File: src/logic/cdr_defines.vh
// register offsets, field positions and reset values of the ch7 slice
`ifndef CDR_DEFINES_VH
`define CDR_DEFINES_VH

`define CDR_ADDR_W           6
`define CDR_DATA_W           16
`define CDR_OFS_INT_FRAC_HI  6'h13
`define CDR_OFS_FRAC_LO      6'h14
`define CDR_OFS_STATUS       6'h15
`define CDR_INT_MSB          11
`define CDR_INT_LSB          4
`define CDR_FRAC_HI_MSB      3
`define CDR_FRAC_HI_LSB      0
`define CDR_STAT_UNLOCK      2
`define CDR_STAT_LOS         1
`define CDR_STAT_SEL         0
`define CDR_RST_INT_FRAC_HI  16'h0000
`define CDR_RST_FRAC_LO      16'h0000
`define CDR_ZERO16           16'h0000
`define CDR_ZERO8            8'h00
`define CDR_ONE9             9'h001
`define CDR_ZERO20           20'h00000
`define CDR_STAT_W           3
`define CDR_BIT_LOW          1'h0

`endif

File: src/logic/cdr_sync2.v
// two-flop synchroniser for status levels sampled from the pll domain
`timescale 1ns/1ps
module cdr_sync2 #(
   parameter WIDTH = 3
) (
   input  wire             clock,
   input  wire             arst_n,
   input  wire [WIDTH-1:0] async_in,
   output wire [WIDTH-1:0] sync_out
);

   reg [WIDTH-1:0] meta_q;
   reg [WIDTH-1:0] sync_q;

   // first stage feeds only the second stage
   always @(posedge clock or negedge arst_n) begin
      if (!arst_n) begin
         meta_q <= {WIDTH{1'b0}};
         sync_q <= {WIDTH{1'b0}};
      end else begin
         meta_q <= async_in;
         sync_q <= meta_q;
      end
   end

   assign sync_out = sync_q;

endmodule

File: src/logic/cdr_ch7_regs.v
// channel 7 divider registers and pll status word
//
// Contract
// - channel 7 divides by integer field plus one
// - fraction bits 19-16 from integer register nibble
// - fraction bits 15-0 from following register
// - status bits 15-3 read zero, writes ignored
// - status bit 2 reads one while unlocked
// - lock pin high means locked
// - status bit 1 set while reference lost
// - status bit 0 shows secondary reference selected
// - fraction used only when its enable set
`timescale 1ns/1ps
`include "cdr_defines.vh"
module cdr_ch7_regs (
   input  wire                   clock,
   input  wire                   arst_n,
   input  wire                   reg_wr,
   input  wire                   reg_rd,
   input  wire [`CDR_ADDR_W-1:0] reg_addr,
   input  wire [`CDR_DATA_W-1:0] reg_wdata,
   input  wire                   ch7_fraction_enable,
   input  wire                   pll_unlocked,
   input  wire                   reference_lost_flag,
   input  wire                   ref_secondary,
   output reg  [`CDR_DATA_W-1:0] reg_rdata,
   output reg                    reg_rvalid,
   output reg  [8:0]             ch7_divide_ratio,
   output reg  [19:0]            ch7_fraction_setting,
   output reg                    ch7_fraction_active,
   output reg                    lock_pin
);

   //------------------------------------------------------------
   // register storage
   //------------------------------------------------------------
   reg  [`CDR_DATA_W-1:0] int_frac_hi_q;
   reg  [`CDR_DATA_W-1:0] int_frac_hi_d;
   reg  [`CDR_DATA_W-1:0] frac_lo_q;
   reg  [`CDR_DATA_W-1:0] frac_lo_d;
   reg  [`CDR_DATA_W-1:0] rdata_d;
   reg  [`CDR_DATA_W-1:0] rdata_hold_d;
   reg                    rvalid_d;
   reg  [8:0]             divide_ratio_d;
   reg  [19:0]            fraction_setting_d;
   reg                    fraction_active_d;
   reg                    lock_pin_d;
   wire [`CDR_DATA_W-1:0] status_word;
   wire [`CDR_STAT_W-1:0] stat_sync;
   wire [7:0]             ch7_integer_divider;
   wire [3:0]             frac_high_nibble;
   wire                   wr_int_frac_hi;
   wire                   wr_frac_lo;
   genvar                 g;

   //------------------------------------------------------------
   // write decode
   //------------------------------------------------------------
   // the status offset gets no write enable, so writes there vanish
   assign wr_int_frac_hi = reg_wr & (reg_addr == `CDR_OFS_INT_FRAC_HI);
   assign wr_frac_lo     = reg_wr & (reg_addr == `CDR_OFS_FRAC_LO);

   //------------------------------------------------------------
   // register next values
   //------------------------------------------------------------
   // top nibble stored as written; host keeps it zero
   always @* begin
      int_frac_hi_d = int_frac_hi_q;
      if (wr_int_frac_hi) begin
         int_frac_hi_d = reg_wdata;
      end
   end

   always @* begin
      frac_lo_d = frac_lo_q;
      if (wr_frac_lo) begin
         frac_lo_d = reg_wdata;
      end
   end

   //------------------------------------------------------------
   // register flops
   //------------------------------------------------------------
   always @(posedge clock or negedge arst_n) begin
      if (!arst_n) begin
         int_frac_hi_q <= `CDR_RST_INT_FRAC_HI;
      end else begin
         int_frac_hi_q <= int_frac_hi_d;
      end
   end

   always @(posedge clock or negedge arst_n) begin
      if (!arst_n) begin
         frac_lo_q <= `CDR_RST_FRAC_LO;
      end else begin
         frac_lo_q <= frac_lo_d;
      end
   end

   //------------------------------------------------------------
   // divider fields
   //------------------------------------------------------------
   assign ch7_integer_divider =
      int_frac_hi_q[`CDR_INT_MSB:`CDR_INT_LSB];
   assign frac_high_nibble =
      int_frac_hi_q[`CDR_FRAC_HI_MSB:`CDR_FRAC_HI_LSB];

   //------------------------------------------------------------
   // status synchroniser
   //------------------------------------------------------------
   // levels only; a pulse shorter than one clock may be missed
   cdr_sync2 #(
      .WIDTH (`CDR_STAT_W)
   ) u_sync (
      .clock    (clock),
      .arst_n   (arst_n),
      .async_in ({pll_unlocked, reference_lost_flag, ref_secondary}),
      .sync_out (stat_sync)
   );

   //------------------------------------------------------------
   // status word, one slice per bit
   //------------------------------------------------------------
   generate
      for (g = 0; g < `CDR_DATA_W; g = g + 1) begin : g_stat
         if (g < `CDR_STAT_W) begin : g_live
            // live view; reading clears nothing
            assign status_word[g] = stat_sync[g];
         end else begin : g_zero
            assign status_word[g] = `CDR_BIT_LOW;
         end
      end
   endgenerate

   //------------------------------------------------------------
   // read mux
   //------------------------------------------------------------
   always @* begin
      rdata_d = `CDR_ZERO16;
      case (reg_addr)
         `CDR_OFS_INT_FRAC_HI: begin
            rdata_d = int_frac_hi_q;
         end
         `CDR_OFS_FRAC_LO: begin
            rdata_d = frac_lo_q;
         end
         `CDR_OFS_STATUS: begin
            rdata_d = status_word;
         end
         default: begin
            // unmapped offsets read as zero
            rdata_d = `CDR_ZERO16;
         end
      endcase
   end

   //------------------------------------------------------------
   // read response next values
   //------------------------------------------------------------
   // data holds between reads so a late sample still sees it
   always @* begin
      rvalid_d     = reg_rd;
      rdata_hold_d = reg_rdata;
      if (reg_rd) begin
         rdata_hold_d = rdata_d;
      end
   end

   //------------------------------------------------------------
   // divider and pin next values
   //------------------------------------------------------------
   always @* begin
      // zero field still divides by one
      divide_ratio_d     = {1'h0, ch7_integer_divider} + `CDR_ONE9;
      fraction_setting_d = {frac_high_nibble, frac_lo_q};
      // setting stays visible; the enable alone gates its use
      fraction_active_d  = ch7_fraction_enable;
      // pin polarity is the inverse of the status bit
      lock_pin_d         = ~stat_sync[`CDR_STAT_UNLOCK];
   end

   //------------------------------------------------------------
   // read response flops
   //------------------------------------------------------------
   always @(posedge clock or negedge arst_n) begin
      if (!arst_n) begin
         reg_rdata  <= `CDR_ZERO16;
         reg_rvalid <= `CDR_BIT_LOW;
      end else begin
         reg_rdata  <= rdata_hold_d;
         reg_rvalid <= rvalid_d;
      end
   end

   //------------------------------------------------------------
   // divider flops
   //------------------------------------------------------------
   always @(posedge clock or negedge arst_n) begin
      if (!arst_n) begin
         ch7_divide_ratio     <= `CDR_ONE9;
         ch7_fraction_setting <= `CDR_ZERO20;
      end else begin
         ch7_divide_ratio     <= divide_ratio_d;
         ch7_fraction_setting <= fraction_setting_d;
      end
   end

   //------------------------------------------------------------
   // lock pin and fraction enable flops
   //------------------------------------------------------------
   always @(posedge clock or negedge arst_n) begin
      if (!arst_n) begin
         ch7_fraction_active <= `CDR_BIT_LOW;
         lock_pin            <= `CDR_BIT_LOW;
      end else begin
         ch7_fraction_active <= fraction_active_d;
         lock_pin            <= lock_pin_d;
      end
   end

endmodule

File: config.mk
export PLATFORM = sky130hd
export DESIGN_NAME = cdr_ch7_regs
export DESIGN_NICKNAME = d
export VERILOG_FILES = /design/src/logic/cdr_sync2.v /design/src/logic/cdr_ch7_regs.v
export VERILOG_INCLUDE_DIRS = /design/src /design/src/logic
export SDC_FILE = /design/constraint.sdc
export NUM_CORES = 1
export LEC_CHECK = 0
export BUFFER_PORTS_ARGS = -buffer_cell sky130_fd_sc_hd__buf_2
export CORE_MARGIN = 5
export CORE_UTILIZATION = 45
export DETAILED_ROUTE_END_ITERATION = 10
export PLACE_DENSITY = 0.81
export SLEW_MARGIN = 15
export SYNTH_ARGS = -nofsm -noshare
export SYNTH_HDL_FRONTEND = slang
export SYNTH_SLANG_ARGS = --single-unit
File: constraint.sdc
create_clock -name clock -period 1.45 [get_ports clock]
set_clock_uncertainty 0.1 [all_clocks]
set_input_delay 0.0725 -clock clock [delete_from_list [all_inputs] [get_ports clock]]
set_output_delay 0.0725 -clock clock [all_outputs]
set_load 0.02 [all_outputs]
## Yosys cells after proc, flatten, opt, wreduce, memory -nomap -nowiden

Index checks and enable logic that the tools add are counted.

| word-level totals | value |
|---|---|
| register bits | 86 |
| bits in latches | 0 |
| memory bits (writable) | 0 |
| bits in read-only memories | 0 |
| input bits | 30 |
| output and inout bits | 48 |
| logic and storage cells | 18 |
| memories kept | 0 |

| operators by class | value |
|---|---|
| add/sub/neg operators | 1 |
| multipliers | 0 |
| div/mod/pow operators | 0 |
| magnitude comparators | 0 |
| eq/ne operators | 3 |
| shifts and indexed selects | 0 |
| multiplexer cells | 1 |
| bitwise gates (word level) | 3 |
| reduce and logical (&&, ||, !) cells | 0 |

Operators with widths:

| kind | number |
|---|---|
| $pmux 16 s3 | 1 |
| $eq 6x5->1 const B | 3 |
| $add 8x1->9 const B | 1 |
| $and 1x1->1 | 2 |
| $not 1->1 | 1 |

## Depth between registers and ports, before layout

Gate-level depths: netlist of run 1.

| logic depth | value |
|---|---|
| word-level depth | 2 |
| depth in mapped cells | 5 |
| mapped depth without buffers | 4 |

## Modules after synthesis

Synthesis of run 1 repeated with hierarchy kept, for this count alone.

| unflattened totals | value |
|---|---|
| cells, all modules | 206 |
| area total of the unflattened synthesis | 3211.8 um^2 |

Modules (own cells, without submodules):

| module | times used | cells each | area an instance (um^2) | sequential area each (um^2) |
|---|---|---|---|---|
| cdr_ch7_regs | 1 | 200 | 3061.7 | 2003.2 |
| cdr_sync2 | 1 | 6 | 150.1 | 150.1 |

## Worst setup path before layout of run 1

Ideal clock, no wire load.

| timing path | value |
|---|---|
| kind | in2reg |
| start | in reg_addr[3] |
| end | reg frac_lo_q[10] |
| library setup time | 0.125 ns |
| arrival | 1.080 ns |
| data required time | 1.225 ns |
| path slack | 0.145 ns |
| stages on the path | 4 |
| path buffers | 1 |
| cell sequence | nor3b_2 > nand3_4 > buf_6 > mux2_4 |

| on the way | value |
|---|---|
| cells in the longest elaborated chain, start to end | 2 |

RTL lines:

| element | line | text |
|---|---|---|
| start: declaration | cdr_ch7_regs.v:20 | `` input wire [`CDR_ADDR_W-1:0] reg_addr, `` |
| $eq 6x5->1 | - |  |
| $and 1x1->1 | cdr_ch7_regs.v:61 | `` assign wr_frac_lo = reg_wr & (reg_addr == `CDR_OFS_FRAC_LO); `` |
| end signal: assignment | cdr_ch7_regs.v:94 | `` frac_lo_q <= `CDR_RST_FRAC_LO; `` |
| end signal: assignment | cdr_ch7_regs.v:96 | `frac_lo_q <= frac_lo_d;` |
| end: declaration | cdr_ch7_regs.v:39 | `` reg [`CDR_DATA_W-1:0] frac_lo_q; `` |

Every way passes these cells.
A chain may end at the register's enable or synchronous reset.

## Worst setup path in the final report of run 1

| timing path | value |
|---|---|
| start | reg int_frac_hi_q[4] |
| end | reg ch7_divide_ratio[8] |

| on the way | value |
|---|---|
| cells in the longest elaborated chain, start to end | 1 |

RTL lines:

| element | line | text |
|---|---|---|
| start: declaration | cdr_ch7_regs.v:37 | `` reg [`CDR_DATA_W-1:0] int_frac_hi_q; `` |
| start signal: assignment | cdr_ch7_regs.v:86 | `` int_frac_hi_q <= `CDR_RST_INT_FRAC_HI; `` |
| start signal: assignment | cdr_ch7_regs.v:88 | `int_frac_hi_q <= int_frac_hi_d;` |
| $add 8x1->9 (no line) | - |  |
| net divide_ratio_d[8] | cdr_ch7_regs.v:44 | `reg [8:0] divide_ratio_d;` |
| end signal: assignment | cdr_ch7_regs.v:200 | `` ch7_divide_ratio <= `CDR_ONE9; `` |
| end signal: assignment | cdr_ch7_regs.v:203 | `ch7_divide_ratio <= divide_ratio_d;` |
| end: declaration | cdr_ch7_regs.v:28 | `output reg [8:0] ch7_divide_ratio,` |

The timed path passes the listed nets, and every way through them passes these cells.

==> out/results.ini, run 1 <==
[critical_path]
slowest_stage = dfrtp_1
crit_type = flip-flop to flip-flop
cp-start-kind = flip-flop
worstPathRequired_ns = 1.64
critPathArrivalTime_ns = 1.46
crit_fanout = 6
r2r_start = int_frac_hi_q[4]
cpPeakStageDelay_ns = 0.44
end_kind = flip-flop
worstSetupStartpoint = int_frac_hi_q[4]
crit_chain = ha_1, nand3_1, nor2_1, and3_1

[sta]
hold_viol_final = 0
fin_setup_tns_ns = 0
setup_slack_ns = 0.1819
max_freq_mhz = 788.6
period_minus_slack_ns = 1.268
hold_ws_ns = 0.1077
fin_crit_sh_pct = 87.45
setup_viol = 0
rsz0062_at_grt = false
worst_slew_pin_slew_ns = 0.3414
slew_headroom_pct = 77.24
drv_slew = 0

[detailed_routing]
ant_nets = 0
dr.pass1.iters = 4
via_count = 2068
drt-total-wl_mm = 6.704
drc_errors = 0
viasPerCell = 4.995
drtIter0Drc = 139
routedWlPerCell_um = 16.19

[clock_network]
cts_root_buf = clkbuf_8
cts_buffers = 9
cts.clk_slew.worst_paths_ns = 0.09
post_cts_buffers = 0
clockBufferDepth = 2
cts_tree = done
post_cts_resized = 0
worstSkewPairLatency_ns = 0.34
cts_htree_levels = 3
cts_sinks = 86

[die]
die_h_um = 94.07
core-area_um2 = 6832
die-width_um = 94.07
ioPinCount = 78
die_area_um2 = 8849
fp-row-count = 30
start_util_pct = 46.56

[final_layout]
layout-drive-gt1-share_pct = 43.40
multi_input_area_um2 = 959.7
stdcell_count = 414
fin_area_um2 = 4156
antenna_cells = 0
utilization_pct = 60.84
final_common_cell = dfrtp_1
area_delta_synth_final_pct = 30.68
fill_cells = 555
layout_common_cells = 85 x dfrtp_1, 76 x buf_2, 22 x dlygate4sd3_1
nNetsFinal = 344
regArea_um2 = 2153

[yosys]
yosys_most_used_dff = dfrtp_1
synth_cell_types = 30
synth_compound_area_share_pct = 8.065
yosysSeqAreaShare_pct = 67.70
synth_area_um2 = 3181
yosys_warnings = 0
syn_avg_cell_area_um2 = 15.59
synthAdderAreaFrac_pct = 0.3934
synth_area_leaders = dfrtp_1 67%, mux2_2 7.1%, mux2_4 5.7%, a22oi_1 3.1%, o31ai_1 3.1%
synth-seq-cells = 86
ys_async_sr_fraction_pct = 100.0
synth_mux_area_share_pct = 12.75
synth-simple-area-share_pct = 7.317
synthesis.nets = 235
synthDominantCellAreaShare_pct = 66.88
synth-xor-area-share_pct = 1.652
netlist_instances = 204
synth_top_family_by_area = multiplexers
synth_edf_count = 0
yosysTopAreaCell = dfrtp_1

[placed_design]
placed_cell_area_um2 = 3705
portBuffers = 77
place_hpwl_mm = 4.626
dp.cells = 376
place.gp.congestion = 0.8210
dp_slack_ns = 0.03042

[power]
total_power_mw = 5.317
power_density_nw_per_um2 = 1279
leakagePower_nw = 2.129
peakVddDrop_mv = 0.7234

[status]
outcome = finished, final reports clean

[grt]
grt_pass1_vias = 2243
grt_max_degree = 46
grt_overflow = 0
grtUsageTotal_pct = 16.59
antenna_found_initial = 0
grt_pass1_wl_mm = 11.27

[flow_run]
cap_viol_max_count = 0

[min_path]
hp-class = primary input to asynchronous set/reset pin

[area by class of cell]
type	instances	share of cell area, %
repair buffers	107	16.38
multi-input cells	106	23.09
clock inverters	6	2.258
inverters	3	0.2709
flip-flops and latches	86	51.81
clock buffers	10	3.311
well taps	96	2.890
[routing by layer]
layer / wire [um] / GRT usage [%] / vias to the layer above
li1: - / - / 956
met1: 2771 / 20.70 / 1054
met2: 3521 / 27.97 / 52
met3: 321 / 3.285 / 6
met4: 89 / 7.220 / 0
met5: 0 / 0 / -
[cell families (layout without fill, tap and decap cells)]
logic type      after synthesis  after routing
simple gates                 33             33
compound gates               34             34
xor+xnor                      6              6
buf+inv                      12            126
fa+ha+maj                     1              1
flops                        86             86
mux                          32             32
[worst paths after layout]
kind	to	slack [ns]	cells past startpoint
max	ch7_divide_ratio[8]	0.18	4
min in group clock	reg_rdata[2]	0.16	5
min reg2reg	u_sync.sync_out[1]	0.26	0
max reg2reg	ch7_divide_ratio[8]	0.18	4
max in group asynchronous	int_frac_hi_q[13]	0.60	3
min	u_sync.sync_out[0]	0.11	2
[flip-flops by register name, indices dropped and copies added, names as in the netlist]
register              count
u_sync.sync_out           3
frac_lo_q                16
u_sync.meta_q             3
reg_rvalid                1
reg_rdata                16
ch7_divide_ratio          9
lock_pin                  1
ch7_fraction_setting     20
int_frac_hi_q            16
ch7_fraction_active       1
[synth_stat cells (4+ instances only)]
master and number:
mux2_4 12, dfrtp_1 85, a22oi_1 13, o31ai_1 13
xnor2_1 4, nand2_1 15, and4b_1 6, mux2_2 20
[where the power goes]
group / leakage (nW) / internal, mW / total, mW / switching (mW)
combinational: 0.879 / 0.308 / 0.663 / 0.354
sequential: 1.14 / 2.64 / 2.78 / 0.148
clock: 0.113 / 1.03 / 1.87 / 0.841
[timing repair]
action,CTS,global route
endpoints found under the hold margin,124,0
setup endpoints to repair,0,0
hold buffers,22,0
[worst max-delay path, delay by kind of cell, from the launching register on]
family | cells | cell delay [ns]
AND/OR/NAND/NOR | 3 | 0.47
adder cells (fa/ha/maj) | 1 | 0.21
flip-flops | 1 | 0.44
Power figures use the tool's default switching activity.
==> inputs of run 2 (changes only) <==
--- a/config.mk
+++ b/config.mk
@@ -7,10 +7,10 @@
 export NUM_CORES = 1
 export LEC_CHECK = 0
 export BUFFER_PORTS_ARGS = -buffer_cell sky130_fd_sc_hd__buf_2
-export CORE_MARGIN = 5
 export CORE_UTILIZATION = 45
 export DETAILED_ROUTE_END_ITERATION = 10
 export PLACE_DENSITY = 0.81
+export SETUP_SLACK_MARGIN = 0.05
 export SLEW_MARGIN = 15
 export SYNTH_ARGS = -nofsm -noshare
 export SYNTH_HDL_FRONTEND = slang
==> run 2 against run 1 <==
Effect of this change:
- via count down 0.29%
- sequential share of layout area up 0.16 points
- critical path depth unchanged
- combinational power about the same
- non-clock buffer count up 1
- sequential power about the same
- first-iteration DRC count down 44%
- die area down 16%
- total power down 3.1%
- largest power group unchanged
==> out/results.ini, run 2 (same netlist as run 1, synthesis figures left out) <==
[status]
outcome = finished, final reports clean

[final_layout]
layout_common_cells = 84 x dfrtp_1, 76 x buf_2, 24 x dlygate4sd3_1
fill_cells = 518
final_common_cell = dfrtp_1
layout-drive-gt1-share_pct = 43.26
top_register = ch7_fraction_setting
nNetsFinal = 345
fin_area_um2 = 4146
largest_reg_flops = 20
antenna_cells = 0
area_delta_synth_final_pct = 30.37
stdcell_count = 415

[sta]
fin_setup_tns_ns = 0
period_minus_slack_ns = 1.255
worst_slew_pin_slew_ns = 0.3187
setup_slack_ns = 0.1950
hold_ws_ns = 0.1496
fin_crit_sh_pct = 86.55
drv_slew = 0
rsz0062_at_grt = false
hold_viol_final = 0
max_freq_mhz = 796.8
slew_headroom_pct = 78.75
setup_viol = 0

[placed_design]
dp.cells = 375
place_hpwl_mm = 4.165
place.gp.congestion = 0.7962
placed_cell_area_um2 = 3697
dp_slack_ns = 0.02820
portBuffers = 77

[flow_run]
cap_viol_max_count = 0

[grt]
antenna_found_initial = 0
grtUsageTotal_pct = 19.23
grt_pass1_vias = 2115
grt_max_degree = 53
grt_pass1_wl_mm = 10.56
grt_overflow = 0

[detailed_routing]
routedWlPerCell_um = 15.54
dr.pass1.iters = 4
drtIter0Drc = 78
viasPerCell = 4.969
ant_nets = 0
via_count = 2062
drt-total-wl_mm = 6.451
drc_errors = 0

[critical_path]
r2r_start = int_frac_hi_q[4]
reg2reg_depth = 4
cp_num_buf_inv = 0
critPathArrivalTime_ns = 1.41
crit_chain = ha_1, nand3_1, nor2_1, and3_1
cp_top_family = flip-flops
crit_fanout = 6
worstPathRequired_ns = 1.60
cpPeakStageDelay_ns = 0.45
r2r_setup_slack_ns = 0.20
r2r_end = ch7_divide_ratio[8]
path_depth = 4
cp-start-kind = flip-flop
crit_type = flip-flop to flip-flop
slowest_stage = dfrtp_2
end_kind = flip-flop

[power]
peakVddDrop_mv = 0.5062
leakagePower_nw = 2.113
power_density_nw_per_um2 = 1242

[die]
die_h_um = 86.07
start_util_pct = 46.81
core-area_um2 = 6794
ioPinCount = 78
fp-row-count = 30
die_area_um2 = 7408
die-width_um = 86.07

[clock_network]
cts_buffers = 9
cts_htree_levels = 3
post_cts_buffers = 0
cts_root_buf = clkbuf_8
cts_sinks = 86
cts.clk_slew.worst_paths_ns = 0.09
cts_tree = done
clockBufferDepth = 2
worstSkewPairLatency_ns = 0.35

[min_path]
hp-class = primary input to asynchronous set/reset pin

[run 2: changes by cell type in the layout (fill, tap and decap cells not counted), sizes merged]
| cell | delta |
|---|---|
| bufinv | -1 |
| clkinv | -1 |
| buf | -1 |
| clkinvlp | +2 |
| dlygate4sd3 | +2 |
[run 2: stage by stage]
| step | util (%) | total power [mW] |
|---|---|---|
| after floorplan | - | 3.149 |
| after global placement | 54.42 | 3.422 |
| after detailed placement | 54.42 | 3.445 |
| after CTS | 61.01 | 5.191 |
| after global routing | 61.03 | 5.390 |
| final | 61.03 | 5.151 |
[run 2: per-layer routing]
metal / global-route usage, % / vias to the layer above / part of all wire [%]
li1: - / 963 / -
met1: 25.63 / 1005 / 44
met2: 29.80 / 78 / 48
met3: 3.946 / 16 / 5.4
met4: 10.30 / 0 / 2.9
met5: 0 / - / 0
[run 2: how the worst max path moves through the flow]
stage,start,end,slack (ns)
6_report,int_frac_hi_q[4],ch7_divide_ratio[8],0.20
5_1_grt,int_frac_hi_q[5],ch7_divide_ratio[6],0.09
4_1_cts,int_frac_hi_q[4],ch7_divide_ratio[6],0.13
3_5_place_dp,reg_addr[2],int_frac_hi_q[14],0.03
3_3_place_gp,reg_addr[2],int_frac_hi_q[12],0.05
2_1_floorplan,reg_addr[3],frac_lo_q[10],0.14
[run 2: cell type report]
cell class / instances / area, um^2 / share of cell area [%]
Timing Repair Buffer: 108 / 693.2 / 16.72
Tap cell: 96 / 120.1 / 2.897
Sequential cell: 86 / 2155 / 51.96
Inverter: 3 / 11.26 / 0.2716
Clock buffer: 10 / 137.6 / 3.319
Clock inverter: 6 / 70.07 / 1.690
Multi-Input combinational cell: 106 / 959.7 / 23.14
[run 2: power breakdown]
part | switching (mW) | internal, mW | total [mW]
clock | 0.853 | 0.851 | 1.70
sequential | 0.148 | 2.64 | 2.79
combinational | 0.351 | 0.310 | 0.661
[run 2: repair_timing]
action / in CTS / in global routing
hold buffers: 24 / 0
setup endpoints to repair: 0 / 1
endpoints found under the hold margin: 124 / 0
gates resized for setup: 0 / 1
==> inputs of run 3 (changes only) <==
--- a/config.mk
+++ b/config.mk
@@ -7,11 +7,14 @@
 export NUM_CORES = 1
 export LEC_CHECK = 0
 export BUFFER_PORTS_ARGS = -buffer_cell sky130_fd_sc_hd__buf_2
-export CORE_UTILIZATION = 45
+export CELL_PAD_IN_SITES_DETAIL_PLACEMENT = 0
+export CELL_PAD_IN_SITES_GLOBAL_PLACEMENT = 1
+export CORE_UTILIZATION = 43
 export DETAILED_ROUTE_END_ITERATION = 10
-export PLACE_DENSITY = 0.81
+export PLACE_DENSITY = 0.91
 export SETUP_SLACK_MARGIN = 0.05
 export SLEW_MARGIN = 15
 export SYNTH_ARGS = -nofsm -noshare
 export SYNTH_HDL_FRONTEND = slang
+export SYNTH_HIERARCHICAL = 1
 export SYNTH_SLANG_ARGS = --single-unit
==> run 3 against run 2 <==
Effect of this change:
- worst hold slack worse by 0.071 ns
- first-iteration DRC count rose by 19%
- final area is 0.97% higher
- synthesized cell count increased by 0.98%
- critical path type is now flip-flop to primary output
==> out/results.ini, run 3 <==
[status]
outcome = finished, final reports clean

[critical_path]
crit_fanout = 1
worstPathRequired_ns = 1.28
slowest_stage = dfstp_2
cpPeakStageDelay_ns = 0.52
critPathArrivalTime_ns = 1.00
cp_top_family = flip-flops
cp-start-kind = flip-flop
cp_num_buf_inv = 1
crit_chain = buf_2
crit_type = flip-flop to primary output
end_kind = primary output

[detailed_routing]
drt-total-wl_mm = 6.527
dr.pass1.iters = 4
via_count = 2065
routedWlPerCell_um = 15.36
drtIter0Drc = 93
viasPerCell = 4.859
ant_nets = 0
drc_errors = 0

[die]
die-width_um = 88.43
start_util_pct = 44.28
die_h_um = 88.43
fp-row-count = 31
core-area_um2 = 7253
die_area_um2 = 7819
ioPinCount = 78

[power]
clockPowerShare_pct = 28.5
leakagePower_nw = 2.164
comb_power_share_pct = 14.3
p_sw_mw = 1.283
total_power_mw = 4.872
power_density_nw_per_um2 = 1164
swShare_pct = 26.33
p_int_mw = 3.589
peakVddDrop_mv = 0.6902
p_seq_share_pct = 57.1

[final_layout]
area_delta_synth_final_pct = 30.35
utilization_pct = 57.72
largest_reg_flops = 20
layout_common_cells = 85 x dfrtp_1, 76 x buf_2, 26 x a22oi_1
multi_input_area_um2 = 983.4
stdcell_count = 425
final_common_cell = dfrtp_1
antenna_cells = 0
layout-drive-gt1-share_pct = 43.56
top_register = ch7_fraction_setting
regArea_um2 = 2153
nNetsFinal = 352
fill_cells = 578

[clock_network]
cts_hold_buf = 21
cts_tree = done
clockBufferDepth = 2
post_cts_resized = 0
cts_root_buf = clkbuf_8
cts_buffers = 9
worstSkewPairLatency_ns = 0.34
cts_sinks = 86
cts.clk_slew.worst_paths_ns = 0.07
post_cts_buffers = 0
cts_htree_levels = 3

[yosys]
syn_avg_cell_area_um2 = 15.59
yosysTopAreaCell = dfrtp_1
yosys_most_used_dff = dfrtp_1
synth_edf_count = 0
synth_mux_area_share_pct = 12.39
synth-xor-area-share_pct = 1.636
yosys_warnings = 6
yosysMostFrequentCell = dfrtp_1
synth_compound_area_share_pct = 7.830
netlist_instances = 206
synth-seq-cells = 86
synth_area_um2 = 3212
synth_common_cells = 85 x dfrtp_1, 26 x a22oi_1, 22 x mux2_2
synth-simple-area-share_pct = 8.376
synthAdderAreaFrac_pct = 0.3896
synth_cell_types = 28
synth_top_family_by_area = multiplexers
ys_async_sr_fraction_pct = 100.0
yosysSeqAreaShare_pct = 67.04
synthesis.nets = 237
synthDominantCellAreaShare_pct = 66.23
synth_area_leaders = dfrtp_1 66%, mux2_2 7.7%, a22oi_1 6.1%, mux2_4 4.7%, nand2b_1 2.5%

[placed_design]
place_hpwl_mm = 4.402
dp.cells = 388
portBuffers = 77
dp_slack_ns = -0.07093
place.gp.congestion = 0.7896

[sta]
slew_headroom_pct = 75.49
hold_viol_final = 0
drv_slew = 0
fin_crit_sh_pct = 80.66
hold_ws_ns = 0.07894
setup_viol = 0
rsz0062_at_grt = false
worst_slew_pin_slew_ns = 0.3677
period_minus_slack_ns = 1.170
setup_slack_ns = 0.2804
max_freq_mhz = 855.0

[min_path]
hp-class = primary input to asynchronous set/reset pin

[grt]
grtUsageTotal_pct = 18.25
grt_pass1_vias = 2094
antenna_found_initial = 0
grt_max_degree = 28
grt_overflow = 0
grt_pass1_wl_mm = 10.42

[flow_run]
cap_viol_max_count = 0

run 3: final timing paths:
path / startpoint / endpoint / slack [ns] / cells after the start
worst max-delay path: ch7_divide_ratio[0] / ch7_divide_ratio[0] / 0.28 / 1
worst min-delay path: arst_n / ch7_fraction_setting[18] / 0.08 / 2
worst max register to register: int_frac_hi_q[5] / ch7_divide_ratio[4] / 0.29 / 3
worst min register to register: u_sync/meta_q[0] / u_sync/sync_out[0] / 0.25 / 0
max in group asynchronous: arst_n / ch7_divide_ratio[0] / 0.64 / 3
min in group clock: reg_rd / reg_rdata[10] / 0.10 / 2
run 3: through the flow:
step / cell area [um^2] / TNS, ns
after floorplan: 3212 / 0
after global placement: 3817 / -0.2516
after detailed placement: 3817 / -0.9865
after CTS: 4187 / 0
after global routing: 4187 / 0
final: 4187 / 0
run 3: cell families after synthesis:
kind of cell | after synthesis
flip-flops | 86
XOR/XNOR | 6
AND/OR/NAND/NOR | 34
AO/OA/AOI/OAI | 33
multiplexers | 32
adder cells (fa/ha/maj) | 1
buffers and inverters | 14
run 3: cell type report:
type | instances | area share (%)
clock inverter | 4 | 0.5678
clock buffer | 12 | 3.228
timing repair buffer | 113 | 17.87
tap | 99 | 2.959
multi-input combinational | 106 | 23.49
inverter | 5 | 0.4483
sequential | 86 | 51.43
run 3: layer usage:
layer	wire (um)	track usage, %	share of wire (%)
met1	2965	23.18	45
met2	3321	30.35	51
met3	146	3.451	2.2
met4	94	8.651	1.4
met5	0	0	0
run 3: power groups by stage:
stage | combinational, mW | clock (mW) | sequential, mW
4_1_cts | 0.706 | 1.43 | 2.79
3_3_place_gp | 0.646 | 0 | 2.82
3_5_place_dp | 0.660 | 0 | 2.83
5_1_grt | 0.754 | 1.53 | 2.81
2_1_floorplan | 0.210 | 0 | 2.95
6_report | 0.698 | 1.39 | 2.78
